==> config.mk <==
export PLATFORM = sky130hd
export DESIGN_NAME = osc_enable_ready_failsafe
export DESIGN_NICKNAME = d
export VERILOG_FILES = /design/src/shared/osc_ctrl_pkg.sv /design/src/design/clock_watch.sv /design/src/design/osc_enable_ready_failsafe.sv
export SDC_FILE = /design/constraint.sdc
export NUM_CORES = 1
export LEC_CHECK = 0
export BUFFER_PORTS_ARGS = -buffer_cell sky130_fd_sc_hd__buf_2
export CORE_ASPECT_RATIO = 0.75
export CORE_MARGIN = 5
export CORE_UTILIZATION = 53
export CTS_CLUSTER_SIZE = 24
export DETAILED_ROUTE_END_ITERATION = 16
export PLACE_DENSITY = 0.83
export SLEW_MARGIN = 20
export SYNTH_ARGS = -nofsm -noshare
export SYNTH_HDL_FRONTEND = slang
export SYNTH_SLANG_ARGS = --single-unit
==> constraint.sdc <==
create_clock -name hclk -period 6.8 [get_ports hclk]
set_clock_uncertainty 0.2 [all_clocks]
set_input_delay 1.36 -clock hclk [delete_from_list [all_inputs] [get_ports hclk]]
set_output_delay 1.36 -clock hclk [all_outputs]
set_load 0.01 [all_outputs]
==> src/shared/osc_ctrl_pkg.sv <==
// Shared constants for the oscillator enable, ready and fail-safe monitor block
package osc_ctrl_pkg;

  // Register indices; byte address is four times the index
  localparam logic [10:0] IDX_ACTIVE_TUNING   = 11'h0ac;
  localparam logic [10:0] IDX_REQUEST_SELECT  = 11'h0ad;
  localparam logic [10:0] IDX_CURRENT_SELECT  = 11'h0ae;
  localparam logic [10:0] IDX_SWITCH_CONTROL  = 11'h0af;
  localparam logic [10:0] IDX_FAST_TRIM       = 11'h0b0;
  localparam logic [10:0] IDX_FAST_FREQUENCY  = 11'h0b1;
  localparam logic [10:0] IDX_READY_FLAGS     = 11'h0b2;
  localparam logic [10:0] IDX_FORCE_ENABLE    = 11'h0b3;
  localparam logic [10:0] IDX_FAILSAFE        = 11'h458;

  // Address decode slicing
  localparam int          IDX_LSB             = 2;
  localparam int          IDX_MSB             = 12;
  localparam int          ADDR_TOP_LSB        = 13;

  // Force enable and ready flag positions (shared layout)
  localparam int          BIT_EXTERNAL        = 7;
  localparam int          BIT_FAST            = 6;
  localparam int          BIT_MID             = 5;
  localparam int          BIT_SLOW            = 4;
  localparam int          BIT_SECONDARY       = 3;
  localparam int          BIT_ADC_RC          = 2;
  localparam int          BIT_UNUSED          = 1;
  localparam int          BIT_PLL             = 0;
  localparam int          SRC_LOW             = 2;
  localparam int          SRC_HIGH            = 7;
  localparam logic [7:0]  FORCE_MASK          = 8'hfd;
  localparam logic [7:0]  FORCE_RESET         = 8'h00;
  localparam logic [7:0]  READY_RESET         = 8'h00;

  // Fail-safe control and status layout
  localparam int          BIT_SEC_INJECT      = 5;
  localparam int          BIT_SEC_FAIL        = 4;
  localparam int          BIT_PRI_INJECT      = 3;
  localparam int          BIT_PRI_FAIL        = 2;
  localparam int          BIT_SYS_INJECT      = 1;
  localparam int          BIT_SYS_FAIL        = 0;
  localparam int          FAILSAFE_W          = 6;
  localparam logic [5:0]  FAILSAFE_RESET      = 6'h00;

  // Monitor channel order
  localparam int          MON_SYS             = 0;
  localparam int          MON_PRI             = 1;
  localparam int          MON_SEC             = 2;
  localparam int          MON_N               = 3;

  // Frequency selection and secondary power select
  localparam int          FREQ_W              = 4;
  localparam logic [3:0]  FREQ_RESET          = 4'h0;
  localparam int          BIT_SEC_POWER       = 6;

  // Monitor time-out in reference edges
  localparam int          REF_TIMEOUT_EDGES   = 8;

endpackage

==> src/design/clock_watch.sv <==
// One fail-safe monitor channel: edge watch against a reference tick
`timescale 1ns/1ps
`default_nettype none

module clock_watch
  import osc_ctrl_pkg::*;
#(
  parameter int TIMEOUT = REF_TIMEOUT_EDGES
) (
  // Clock and reset
  input  wire logic hclk,
  input  wire logic hresetn,
  // Monitored clock, already gated, asynchronous
  input  wire logic mon_pin,
  // Reference tick, one cycle
  input  wire logic ref_edge,
  // Failure, one cycle
  output logic      fail_pulse
);

  localparam int CW = $clog2(TIMEOUT + 1);

  typedef struct packed {
    logic          s1;
    logic          s2;
    logic          s3;
    logic [CW-1:0] cnt;
    logic          failed;
    logic          pulse;
  } watch_s;

  watch_s st_ff;
  watch_s nxt_st;

  ////////////////////////////////////////////////////////////////////////////

  always_comb begin
    nxt_st       = st_ff;
    nxt_st.s1    = mon_pin;
    nxt_st.s2    = st_ff.s1;
    nxt_st.s3    = st_ff.s2;
    nxt_st.pulse = 1'b0;
    if (st_ff.s2 != st_ff.s3) begin
      nxt_st.cnt    = '0;
      nxt_st.failed = 1'b0;
    end else if (ref_edge && !st_ff.failed) begin
      // Report once per outage, not on every tick
      if (st_ff.cnt == CW'(TIMEOUT - 1)) begin
        nxt_st.failed = 1'b1;
        nxt_st.pulse  = 1'b1;
      end else begin
        nxt_st.cnt = st_ff.cnt + CW'(1);
      end
    end
  end

  always_ff @(posedge hclk or negedge hresetn) begin
    if (!hresetn) begin
      st_ff <= '0;
    end else begin
      st_ff <= nxt_st;
    end
  end

  assign fail_pulse = st_ff.pulse;

endmodule

`default_nettype wire

==> src/design/osc_enable_ready_failsafe.sv <==
// Oscillator force enables, ready flags and fail-safe monitor with AHB-Lite slave
`timescale 1ns/1ps
`default_nettype none

module osc_enable_ready_failsafe
  import osc_ctrl_pkg::*;
#(
  parameter int TIMEOUT = REF_TIMEOUT_EDGES
) (
  // Clock and reset
  input  wire logic              hclk,
  input  wire logic              hresetn,
  // AHB-Lite slave
  input  wire logic              hsel,
  input  wire logic [31:0]       haddr,
  input  wire logic [1:0]        htrans,
  input  wire logic              hwrite,
  input  wire logic [2:0]        hsize,
  input  wire logic [31:0]       hwdata,
  input  wire logic              hready,
  output logic                   hreadyout,
  output logic                   hresp,
  output logic [31:0]            hrdata,
  // Peripheral clock requests, same clock domain, bit per source
  input  wire logic [7:0]        periph_req,
  // Raw oscillator ready and PLL lock, asynchronous
  input  wire logic [7:0]        osc_ready_raw,
  // Monitored clocks and monitor reference, asynchronous
  input  wire logic              sys_clock_mon,
  input  wire logic              primary_clock_mon,
  input  wire logic              secondary_clock_mon,
  input  wire logic              ref_clock_mon,
  // Oscillator run enables
  output logic                   external_osc_run,
  output logic                   fast_internal_run,
  output logic                   mid_internal_run,
  output logic                   slow_internal_run,
  output logic                   secondary_osc_run,
  output logic                   adc_rc_run,
  // Oscillator settings
  output logic [FREQ_W-1:0]      fast_osc_frequency,
  output logic                   secondary_power_select,
  // Peripheral external clock path
  output logic                   pll_run,
  output logic                   periph_clock_use_pll,
  // Status
  output logic                   adc_rc_ready,
  output logic                   pll_ready_flag,
  output logic [FAILSAFE_W-1:0]  failsafe_state
);

  typedef struct packed {
    logic [7:0]            force_on;
    logic [FAILSAFE_W-1:0] failsafe;
    logic [FREQ_W-1:0]     freq;
    logic                  sec_power;
    logic [7:0]            run;
    logic [7:0]            rdy_s1;
    logic [7:0]            rdy_s2;
    logic [7:0]            ready;
    logic                  ref_s1;
    logic                  ref_s2;
    logic                  ref_s3;
    logic                  wr_pend;
    logic [10:0]           wr_idx;
    logic [31:0]           rdata;
  } ctrl_s;

  ctrl_s                  st_ff;
  ctrl_s                  nxt_st;
  logic [MON_N-1:0]       mon_pin;
  logic [MON_N-1:0]       mon_block;
  logic [MON_N-1:0]       mon_fail;
  logic                   ref_edge;
  logic                   addr_ok;
  logic [10:0]            addr_idx;
  logic                   addr_phase;
  logic [7:0]             src_run_nxt;
  logic [7:0]             src_ready_nxt;

  ////////////////////////////////////////////////////////////////////////////
  // Fail-safe monitor channels

  assign mon_pin[MON_SYS]   = sys_clock_mon;
  assign mon_pin[MON_PRI]   = primary_clock_mon;
  assign mon_pin[MON_SEC]   = secondary_clock_mon;

  // Gate ahead of the synchroniser so the monitor sees a dead clock
  assign mon_block[MON_SYS] = st_ff.failsafe[BIT_SYS_INJECT];
  assign mon_block[MON_PRI] = st_ff.failsafe[BIT_PRI_INJECT];
  assign mon_block[MON_SEC] = st_ff.failsafe[BIT_SEC_INJECT];

  assign ref_edge = st_ff.ref_s2 && !st_ff.ref_s3;

  genvar gi;
  generate
    for (gi = 0; gi < MON_N; gi++) begin : g_mon
      clock_watch #(
        .TIMEOUT (TIMEOUT)
      ) u_watch (
        .hclk       (hclk),
        .hresetn    (hresetn),
        .mon_pin    (mon_pin[gi] && !mon_block[gi]),
        .ref_edge   (ref_edge),
        .fail_pulse (mon_fail[gi])
      );
    end
  endgenerate

  ////////////////////////////////////////////////////////////////////////////
  // Per-source run and ready

  genvar si;
  generate
    for (si = 0; si <= SRC_HIGH; si++) begin : g_src
      if (si >= SRC_LOW) begin : g_osc
        // Forced on, or started by a peripheral request
        assign src_run_nxt[si]   = st_ff.force_on[si] || periph_req[si];
        // Gated by run so a stale raw ready never shows
        assign src_ready_nxt[si] = st_ff.run[si] && st_ff.rdy_s2[si];
      end else if (si == BIT_PLL) begin : g_pll
        // PLL only spins when selected and the external path is wanted
        assign src_run_nxt[si]   = st_ff.force_on[si] && st_ff.run[BIT_EXTERNAL];
        assign src_ready_nxt[si] = st_ff.run[si] && st_ff.ready[BIT_EXTERNAL]
                                   && st_ff.rdy_s2[si];
      end else begin : g_gap
        // Unimplemented position never runs
        assign src_run_nxt[si]   = 1'b0;
        assign src_ready_nxt[si] = 1'b0;
      end
    end
  endgenerate

  ////////////////////////////////////////////////////////////////////////////
  // Address decode

  assign addr_ok  = (haddr[31:ADDR_TOP_LSB] == '0) && (haddr[IDX_LSB-1:0] == '0);
  assign addr_idx = haddr[IDX_MSB:IDX_LSB];

  // Accepted address phase of any transfer
  assign addr_phase = hsel && hready && htrans[1];

  // Unimplemented or unmapped words read as zero
  function automatic logic [31:0] reg_read(input logic ok, input logic [10:0] idx,
                                           input ctrl_s s);
    logic [31:0] v;
    v = '0;
    if (ok) begin
      unique case (idx)
        IDX_READY_FLAGS:    v[7:0] = s.ready;
        IDX_FORCE_ENABLE:   v[7:0] = s.force_on & FORCE_MASK;
        IDX_FAILSAFE:       v[FAILSAFE_W-1:0] = s.failsafe;
        IDX_FAST_FREQUENCY: v[FREQ_W-1:0] = s.freq;
        IDX_SWITCH_CONTROL: v[BIT_SEC_POWER] = s.sec_power;
        default:            v = '0;
      endcase
    end
    return v;
  endfunction

  ////////////////////////////////////////////////////////////////////////////
  // Next state

  always_comb begin
    nxt_st        = st_ff;
    nxt_st.rdy_s1 = osc_ready_raw;
    nxt_st.rdy_s2 = st_ff.rdy_s1;
    nxt_st.ref_s1 = ref_clock_mon;
    nxt_st.ref_s2 = st_ff.ref_s1;
    nxt_st.ref_s3 = st_ff.ref_s2;

    // Data phase of a write
    if (st_ff.wr_pend) begin
      unique case (st_ff.wr_idx)
        IDX_FORCE_ENABLE:   nxt_st.force_on = hwdata[7:0] & FORCE_MASK;
        IDX_FAILSAFE:       nxt_st.failsafe = hwdata[FAILSAFE_W-1:0];
        IDX_FAST_FREQUENCY: nxt_st.freq = hwdata[FREQ_W-1:0];
        IDX_SWITCH_CONTROL: nxt_st.sec_power = hwdata[BIT_SEC_POWER];
        default:            nxt_st.force_on = st_ff.force_on;
      endcase
    end

    // Failure beats a same-cycle clear; hardware never clears
    if (mon_fail[MON_SEC]) begin
      nxt_st.failsafe[BIT_SEC_FAIL] = 1'b1;
    end
    if (mon_fail[MON_PRI]) begin
      nxt_st.failsafe[BIT_PRI_FAIL] = 1'b1;
    end
    if (mon_fail[MON_SYS]) begin
      nxt_st.failsafe[BIT_SYS_FAIL] = 1'b1;
    end

    // Run and ready come from the per-source slices
    nxt_st.run   = src_run_nxt;
    nxt_st.ready = src_ready_nxt;

    // Address phase; read value taken after any write lands
    nxt_st.wr_pend = 1'b0;
    if (addr_phase) begin
      nxt_st.wr_pend = hwrite && addr_ok;
      nxt_st.wr_idx  = addr_idx;
      nxt_st.rdata   = hwrite ? 32'h0000_0000 : reg_read(addr_ok, addr_idx, nxt_st);
    end
  end

  always_ff @(posedge hclk or negedge hresetn) begin
    if (!hresetn) begin
      st_ff          <= '0;
      st_ff.force_on <= FORCE_RESET;
      st_ff.failsafe <= FAILSAFE_RESET;
      st_ff.freq     <= FREQ_RESET;
      st_ff.ready    <= READY_RESET;
    end else begin
      st_ff <= nxt_st;
    end
  end

  ////////////////////////////////////////////////////////////////////////////
  // Outputs

  // Zero-wait slave, always OKAY
  assign hreadyout              = 1'b1;
  assign hresp                  = 1'b0;
  assign hrdata                 = st_ff.rdata;

  assign external_osc_run       = st_ff.run[BIT_EXTERNAL];
  assign fast_internal_run      = st_ff.run[BIT_FAST];
  assign mid_internal_run       = st_ff.run[BIT_MID];
  assign slow_internal_run      = st_ff.run[BIT_SLOW];
  assign secondary_osc_run      = st_ff.run[BIT_SECONDARY];
  assign adc_rc_run             = st_ff.run[BIT_ADC_RC];
  assign fast_osc_frequency     = st_ff.freq;
  assign secondary_power_select = st_ff.sec_power;

  // Steers only the peripheral mux; system clock selection lives elsewhere
  assign pll_run                = st_ff.run[BIT_PLL];
  assign periph_clock_use_pll   = st_ff.force_on[BIT_PLL];

  assign adc_rc_ready           = st_ff.ready[BIT_ADC_RC];
  assign pll_ready_flag         = st_ff.ready[BIT_PLL];
  assign failsafe_state         = st_ff.failsafe;

endmodule

`default_nettype wire

==> summary.md, run 1 <==
| Metric | Value |
|---|---|
| Required time of the critical path | `just under 7 ns` |
| Min Tclk post-route | `about 3.7 ns` |
| Global placer's final weighted congestion | `between 0.8 and 0.9` |
| Synth Cell Area | `4120 sq um` |
| Sinks on the clock net | `92` |
| Total instance count after detailed placement | `around 520` |
| Flop and latch count out of synthesis | `92` |
| Achievable frequency | `between 200 and 300 MHz` |
| Total CTS buffers | `9` |
| Starting density of the core | `a little under three fifths` |
| Fin crit share | `between 50% and 60%` |
| Pin count of the biggest net entering global routing | `72` |
| Fraction of power spent switching nets | `24.6%` |
| Final layout net count | `between 500 and 600` |
| Final setup viols | `0` |
| Fraction of registers with async set or reset after synthesis | `100%` |
| Hold bufs inserted after CTS | `0` |
| Layout Area Growth over Synthesis | `12.6%` |
| Internal cell power | `approximately 0.0008 W` |
| Per-cell routed wire length | `around 16 microns` |
| GRT overflow | `0` |
| Cell leakage power | `2.28 nW` |
| DRT Pass-1 Iters | `4` |
| Fraction of final layout cells with drive strength greater than 1 | `approximately a third` |
| Psw | `roughly 0.00026 W` |
| Count of boundary I/O pins | `~150` |
| M3 GR Usage | `around 6.6%` |
| Start-to-end type of the worst setup path | `in2reg` |
| Primary FF master, synth | `sky130_fd_sc_hd__dfrtp_1` |
| Pins over their slew limit | `0` |
| Final instance area | `approximately 4600 sq um` |
| Syn avg cell area | `about 12 sq um` |
| Largest vdd supply drop | `~0.15 mV` |
| Latest clock arrival within the worst-skew pair | `roughly 0.36 ns` |
| Count of distinct cell types in the synthesized netlist | `between 50 and 60` |
| Most common cell after layout, fill and taps aside | `sky130_fd_sc_hd__dfrtp_1` |
| CTS tree | `done` |
| Die H | `between 80 and 90 microns` |
| Drt drc | `0` |
| Number of vias per cell after detailed routing | `approximately 5.3` |
| Peak-usage layer in the global routing report | `met2` |
| Element type at the critical path end | `flip-flop` |
| Hold violation total from the final report | `0` |
| Clock transition at path regs | `around 0.08 ns` |
| Final Instance Count excl. Fillers | `533` |
| DRT Wirelength | `between 8000 and 9000 microns` |
| Initial antenna violation count | `0` |
| Global-route usage over all layers | `18.3%` |
| Category of the worst setup path launch point | `input pin` |
| Arrival time at the worst endpoint | `approximately 3.8 ns` |
| Share of synthesized area occupied by flip-flops and latches | `55.9%` |
| Clock tree root driver cell | `sky130_fd_sc_hd__clkbuf_8` |
| Post-synth EDFFs | `0` |
| P per Cell Area | `roughly 230 nW/um^2` |
| MaxCap Viol Count | `0` |
| Total number of vias | `around 2800` |
| Post CTS Setup Buffer Count | `0` |
| Total power | `0.00106 W` |
| Unrepaired setup endpoints after global routing | `false` |
| Via count of the first global-routing pass | `2906` |
| Quantity of I/O buffers inserted on ports | `91` |
| Measured slew at the worst slew-check pin | `around 0.93 ns` |
| Overall die width | `112 microns` |
| Met2 Use GR | `between 30% and 40%` |
| Residual antenna-violating net count after detailed routing | `0` |
| Total die area | `slightly below 10000 sq um` |
| Clk buf depth | `2` |
| Hold crit path type | `reg2reg` |
| Relative slew slack | `approximately 38%` |
| Maximum level of the CTS H-tree | `3` |
| Gate power share | `between 10% and 20%` |
| Synth Instances | `~350` |
| Post-cts sizing count | `0` |
| Sum Neg Setup Slack | `0 ns` |
| Half-perimeter wire length after detailed placement | `between 6000 and 7000 microns` |
| Met1 GRT Util | `a little under a quarter` |
| Drt initial violations | `approximately 120` |
| Number of warnings reported in the yosys synthesis log | `0` |
| Register share of total power | `a little under three fifths` |
| Result of the run | `complete, no violations` |
| Number of diodes | `0` |
| Number of rows in the core area | `27` |
| Fraction of power consumed by the clock network | `33.3%` |
| Total placed instance area | `between 4000 and 5000 sq um` |
| Core region area | `about 7500 sq um` |
| Maximum net fanout on the critical path | `21` |
| Commonest non-fill, non-tap cells in the layout | `92 x sky130_fd_sc_hd__dfrtp_1, 90 x sky130_fd_sc_hd__buf_2, 26 x sky130_fd_sc_hd__conb_1` |
| Wire length of the first global-routing pass | `13800 microns` |
==> registers in the layout, indices dropped and copies added, names as in the netlist, 3 cells and up <==
register and flops:
fast_osc_frequency 4, st_ff 27, nxt_st 9, g_mon.u_watch.st_ff 18, g_mon.u_watch.nxt_st 6, hrdata 8
failsafe_state 6, g_mon.u_watch.fail_pulse 3
==> cells in the mapped netlist, types with 5 or more instances <==
master,instances,area [sq um]
sky130_fd_sc_hd__nand3_1,11,55.1
sky130_fd_sc_hd__nor4_1,7,43.8
sky130_fd_sc_hd__nand3b_1,6,45.0
sky130_fd_sc_hd__nor2b_1,7,43.8
sky130_fd_sc_hd__dfrtp_1,92,2300
sky130_fd_sc_hd__nor2_1,15,56.3
sky130_fd_sc_hd__or2_2,7,43.8
sky130_fd_sc_hd__clkbuf_1,5,18.8
sky130_fd_sc_hd__or3_1,5,31.3
sky130_fd_sc_hd__nand2_1,22,82.6
sky130_fd_sc_hd__xor2_1,9,78.8
sky130_fd_sc_hd__inv_1,11,41.3
sky130_fd_sc_hd__buf_4,44,330
sky130_fd_sc_hd__a21oi_1,9,45.0
sky130_fd_sc_hd__mux2_2,20,225
sky130_fd_sc_hd__nand4_1,6,37.5
sky130_fd_sc_hd__o21ai_0,5,25.0
==> worst max-delay path, cell delays in order <==
cell and delay (ns):
sky130_fd_sc_hd__buf_2 0.08, sky130_fd_sc_hd__nand3_1 0.64, sky130_fd_sc_hd__nor3_1 0.41, sky130_fd_sc_hd__nor3b_1 0.76, sky130_fd_sc_hd__nand2_1 0.27, sky130_fd_sc_hd__o21ai_0 0.24
==> stage by stage <==
step | worst slack [ns] | hold WS [ns] | utilization [%]
5_1_grt | 2.83 | 0.158 | 62.1
4_1_cts | 3.12 | 0.155 | 62.1
6_report | 3.12 | 0.152 | 62.1
2_1_floorplan | 3.68 | 0.131 | -
3_5_place_dp | 2.77 | 0.136 | 59.5
3_3_place_gp | 2.82 | 0.132 | 59.5
==> cell type report <==
type                    count  area, sq um
clock inverters             4         50.0
flip-flops and latches     92         2300
clock buffers              11          141
repair buffers             92          465
well taps                 101          126
inverters                  11         41.3
fillers                   623         2830
multi-input cells         222         1510
==> cell families (layout without fill, tap and decap cells) <==
group | Yosys count | in the layout | synth area share [%]
AND/OR/NAND/NOR | 116 | 116 | 16.9
flip-flops | 92 | 92 | 55.9
buffers and inverters | 61 | 118 | 9.61
AO/OA/AOI/OAI | 41 | 41 | 6.96
multiplexers | 27 | 27 | 7.54
XOR/XNOR | 9 | 9 | 1.92
adder cells (fa/ha/maj) | 3 | 3 | 0.912
other | 2 | 26 | 0.182
==> power groups by stage <==
stage	registers (W)	clock network, W	logic [W]
CTS	0.000603	0.000366	0.000108
finish	0.000603	0.000354	0.000107
global placement	0.000610	0	0.000102
global route	0.000607	0.000387	0.000121
floorplan	0.000606	0	0.0000741
detailed placement	0.000613	0	0.000107
==> final timing paths <==
path	from	slack [ns]	endpoint	depth (start not counted)
worst max-delay path	htrans[1]	3.12	hrdata[6]	6
min in group asynchronous	hresetn	0.67	g_mon[0].u_watch.st_ff[3]	1
max in group asynchronous	hresetn	4.60	nxt_st[62]	2
worst max register to register	st_ff[33]	4.04	hrdata[1]	5
worst min-delay path	nxt_st[59]	0.15	st_ff[59]	0
worst min register to register	nxt_st[59]	0.15	st_ff[59]	0
==> layer usage <==
| metal | routed length [microns] | vias to the layer above |
|---|---|---|
| met4 | 106 | 0 |
| met3 | 626 | 14 |
| met5 | 0 | - |
| met1 | 3650 | 1396 |
| li1 | - | 1322 |
| met2 | 4090 | 116 |
(Power assumes the default switching activity.)
==> run 2, diff against run 1 <==
--- a/config.mk
+++ b/config.mk
@@ -5,13 +5,14 @@
 export SDC_FILE = /design/constraint.sdc
 export NUM_CORES = 1
 export LEC_CHECK = 0
+export ABC_AREA = 1
 export BUFFER_PORTS_ARGS = -buffer_cell sky130_fd_sc_hd__buf_2
 export CORE_ASPECT_RATIO = 0.75
 export CORE_MARGIN = 5
-export CORE_UTILIZATION = 53
+export CORE_UTILIZATION = 50
 export CTS_CLUSTER_SIZE = 24
 export DETAILED_ROUTE_END_ITERATION = 16
-export PLACE_DENSITY = 0.83
+export PLACE_DENSITY = 0.77
 export SLEW_MARGIN = 20
 export SYNTH_ARGS = -nofsm -noshare
 export SYNTH_HDL_FRONTEND = slang
==> constraint.sdc (replaced) <==
create_clock -name hclk -period 3.8 [get_ports hclk]
set_clock_uncertainty 0.2 [all_clocks]
set_input_delay 0.76 -clock hclk [delete_from_list [all_inputs] [get_ports hclk]]
set_output_delay 0.76 -clock hclk [all_outputs]
set_load 0.01 [all_outputs]
==> run 2 against run 1 <==
Flip-flop and latch count is the same. Wire length up 13%. Combinational power rose to 3.1 times the previous value. Synthesized cell count increased by 46%. Area after synthesis increased by 7.2%. Sequential power grew 92%. Critical path depth increased by 2. First-iteration DRC count is 110% higher. Total power up 130%. Register-to-register slack got worse by 2.1 ns. Non-clock buffer count grew 1.
==> summary.md, run 2 <==
| Metric | Value |
|---|---|
| Cell leakage power | `between 2 and 3 nW` |
| Residual antenna-violating net count after detailed routing | `0` |
| Synth Cell Area | `~4400 sq um` |
| Initial antenna violation count | `0` |
| Final Instance Count excl. Fillers | `~700` |
| Starting density of the core | `51.7%` |
| Pin count of the biggest net entering global routing | `69` |
| Count of distinct cell types in the synthesized netlist | `38` |
| Core region area | `approximately 8500 sq um` |
| Slowest-stage cell, CP | `sky130_fd_sc_hd__and3_1` |
| Drt drc | `0` |
| Half-perimeter wire length after detailed placement | `between 7000 and 8000 microns` |
| Largest vdd supply drop | `between 0.3 and 0.4 mV` |
| Total CTS buffers | `9` |
| Arrival time at the worst endpoint | `2.34 ns` |
| Most common cell after layout, fill and taps aside | `sky130_fd_sc_hd__nand2_1` |
| Share of synthesized area occupied by flip-flops and latches | `between 50% and 60%` |
| FF-to-FF path depth | `10` |
| Result of the run | `complete, no violations` |
| Achievable frequency | `442 MHz` |
| P per Cell Area | `between 400 and 500 nW/um^2` |
| Syn avg cell area | `between 8 and 9 sq um` |
| Crit path cell chain | `buf_2 -> and3_1 -> inv_2 -> nor3_2 -> nand3_1 -> nand2_1 -> o21ai_1 -> nand2_1` |
| Number of vias per cell after detailed routing | `slightly below 5` |
| Slowest cell delay on critical path | `between 0.5 and 0.6 ns` |
| Area fraction of the dominant cell type after synthesis | `52.2%` |
| Number of diodes | `0` |
| DRT Wirelength | `around 9600 microns` |
| GRT overflow | `0` |
| Per-cell routed wire length | `~14 microns` |
| Post CTS Setup Buffer Count | `0` |
| Hold bufs inserted after CTS | `0` |
| Most frequent CP cell | `sky130_fd_sc_hd__nand2_1` |
| Worst setup slack after layout | `around 1.5 ns` |
| Unrepaired setup endpoints after global routing | `false` |
| Biggest register | `st_ff` |
| Latest clock arrival within the worst-skew pair | `~0.34 ns` |
| Global-route usage over all layers | `a little under a fifth` |
| Maximum level of the CTS H-tree | `3` |
| Cell taking the most area after synthesis | `sky130_fd_sc_hd__dfrtp_1` |
| Via count of the first global-routing pass | `3475` |
| Hold violation total from the final report | `0` |
| Post-synth EDFFs | `0` |
| Layout Area Growth over Synthesis | `15.2%` |
| Total die area | `about 11000 sq um` |
| Sinks on the clock net | `92` |
| Final setup viols | `0` |
| Global placer's final weighted congestion | `0.892` |
| Relative slew slack | `between 40% and 50%` |
| Cells on Worst Hold Path | `0` |
| Fin crit share | `between 50% and 60%` |
| Post-cts sizing count | `0` |
| Worst-case setup slack after placement | `between 1 and 1.5 ns` |
| Element type at the critical path end | `flip-flop` |
| Min Tclk post-route | `around 2.3 ns` |
| Sum Neg Setup Slack | `0 ns` |
| Number of flip-flops under the largest register name | `27` |
| Synth top cells by count | `122 x sky130_fd_sc_hd__nand2_1, 92 x sky130_fd_sc_hd__dfrtp_1, 53 x sky130_fd_sc_hd__inv_1, 53 x sky130_fd_sc_hd__nor2_1, 45 x sky130_fd_sc_hd__buf_4` |
| Cell with the most instances after synthesis | `sky130_fd_sc_hd__nand2_1` |
| Synth Instances | `511` |
| CTS tree | `done` |
| Pins over their slew limit | `0` |
| Hold crit path type | `reg2reg` |
| Quantity of I/O buffers inserted on ports | `91` |
| Count of boundary I/O pins | `149` |
| Total power | `approximately 0.0024 W` |
| Clock transition at path regs | `0.06 ns` |
| Clk buf depth | `2` |
| Drt initial violations | `around 250` |
| MaxCap Viol Count | `0` |
| Clock tree root driver cell | `sky130_fd_sc_hd__clkbuf_16` |
| Fraction of final layout cells with drive strength greater than 1 | `roughly a quarter` |
| Die H | `between 90 and 100 microns` |
| Primary FF master, synth | `sky130_fd_sc_hd__dfrtp_1` |
| Total number of vias | `between 3000 and 4000` |
| Hold slack final | `0.147 ns` |
| Overall die width | `118 microns` |
| Required time of the critical path | `3.87 ns` |
| Total instance count after detailed placement | `between 600 and 700` |
| Commonest non-fill, non-tap cells in the layout | `122 x sky130_fd_sc_hd__nand2_1, 92 x sky130_fd_sc_hd__dfrtp_1, 90 x sky130_fd_sc_hd__buf_2` |
| Measured slew at the worst slew-check pin | `approximately 0.84 ns` |
| Flop and latch count out of synthesis | `92` |
| Maximum net fanout on the critical path | `20` |
| Number of rows in the core area | `29` |
| Number of warnings reported in the yosys synthesis log | `0` |
| DRT Pass-1 Iters | `4` |
| Final layout net count | `~700` |
| Start-to-end type of the worst setup path | `in2reg` |
| Leading post-synthesis cells by cell area | `sky130_fd_sc_hd__dfrtp_1 52%, sky130_fd_sc_hd__nand2_1 10%, sky130_fd_sc_hd__buf_4 7.7%` |
| Wire length of the first global-routing pass | `15900 microns` |
| Category of the worst setup path launch point | `input pin` |
| Fraction of registers with async set or reset after synthesis | `100%` |
run 2: path summary, 6_finish.rpt:
kind                                 start                   endpoint  slack (ns)
worst min register to register  nxt_st[59]                  st_ff[59]        0.15
max in group asynchronous          hresetn                 nxt_st[62]        2.36
min in group asynchronous          hresetn  g_mon[0].u_watch.st_ff[4]        0.31
worst max register to register   st_ff[35]                  hrdata[0]        1.95
worst min-delay path            nxt_st[59]                  st_ff[59]        0.15
worst max-delay path             htrans[1]                  hrdata[3]        1.54
run 2: cells by family after synthesis:
logic type | after synthesis | synth area share (%)
buffers and inverters | 106 | 12.8
and+or+nand+nor | 256 | 26.4
AOI/OAI and AO/OA | 44 | 5.90
DFF | 92 | 52.2
other | 2 | 0.170
adders and majority gates | 3 | 0.851
muxes | 1 | 0.227
xor gates and xnor gates | 7 | 1.39
run 2: cell type report:
| type | count | area, sq um |
|---|---|---|
| fill | 734 | 3450 |
| inverter | 59 | 221 |
| clock inverter | 4 | 73.8 |
| tap | 108 | 135 |
| sequential | 92 | 2300 |
| timing repair buffer | 93 | 473 |
| clock buffer | 11 | 243 |
| multi-input combinational | 337 | 1630 |
run 2: worst max-delay path, delay by kind of cell:
family / cells / cell delay [ns]
buf+inv: 2 / 0.35
compound gates: 1 / 0.07
simple gates: 5 / 1.15
run 2: metrics by stage:
step / utilization [%] / cell area, sq um
finish: 59.6 / 5080
global route: 59.6 / 5080
CTS: 59.6 / 5080
detailed placement: 55.9 / 4760
global placement: 55.9 / 4760
floorplan: - / 4500
run 2: routing by layer:
metal / global-route usage [%] / routed length, microns
met3: 5.96 / 716
met1: 23.3 / 4150
met5: 0 / 0
met4: 4.25 / 85
met2: 30.3 / 4620
run 2: report_power, final:
part           switching (W)  internal [W]  leakage, nW
logic               0.000204      0.000133         1.41
clock network       0.000354      0.000590        0.156
registers          0.0000806       0.00108         1.10
total               0.000639       0.00181         2.67
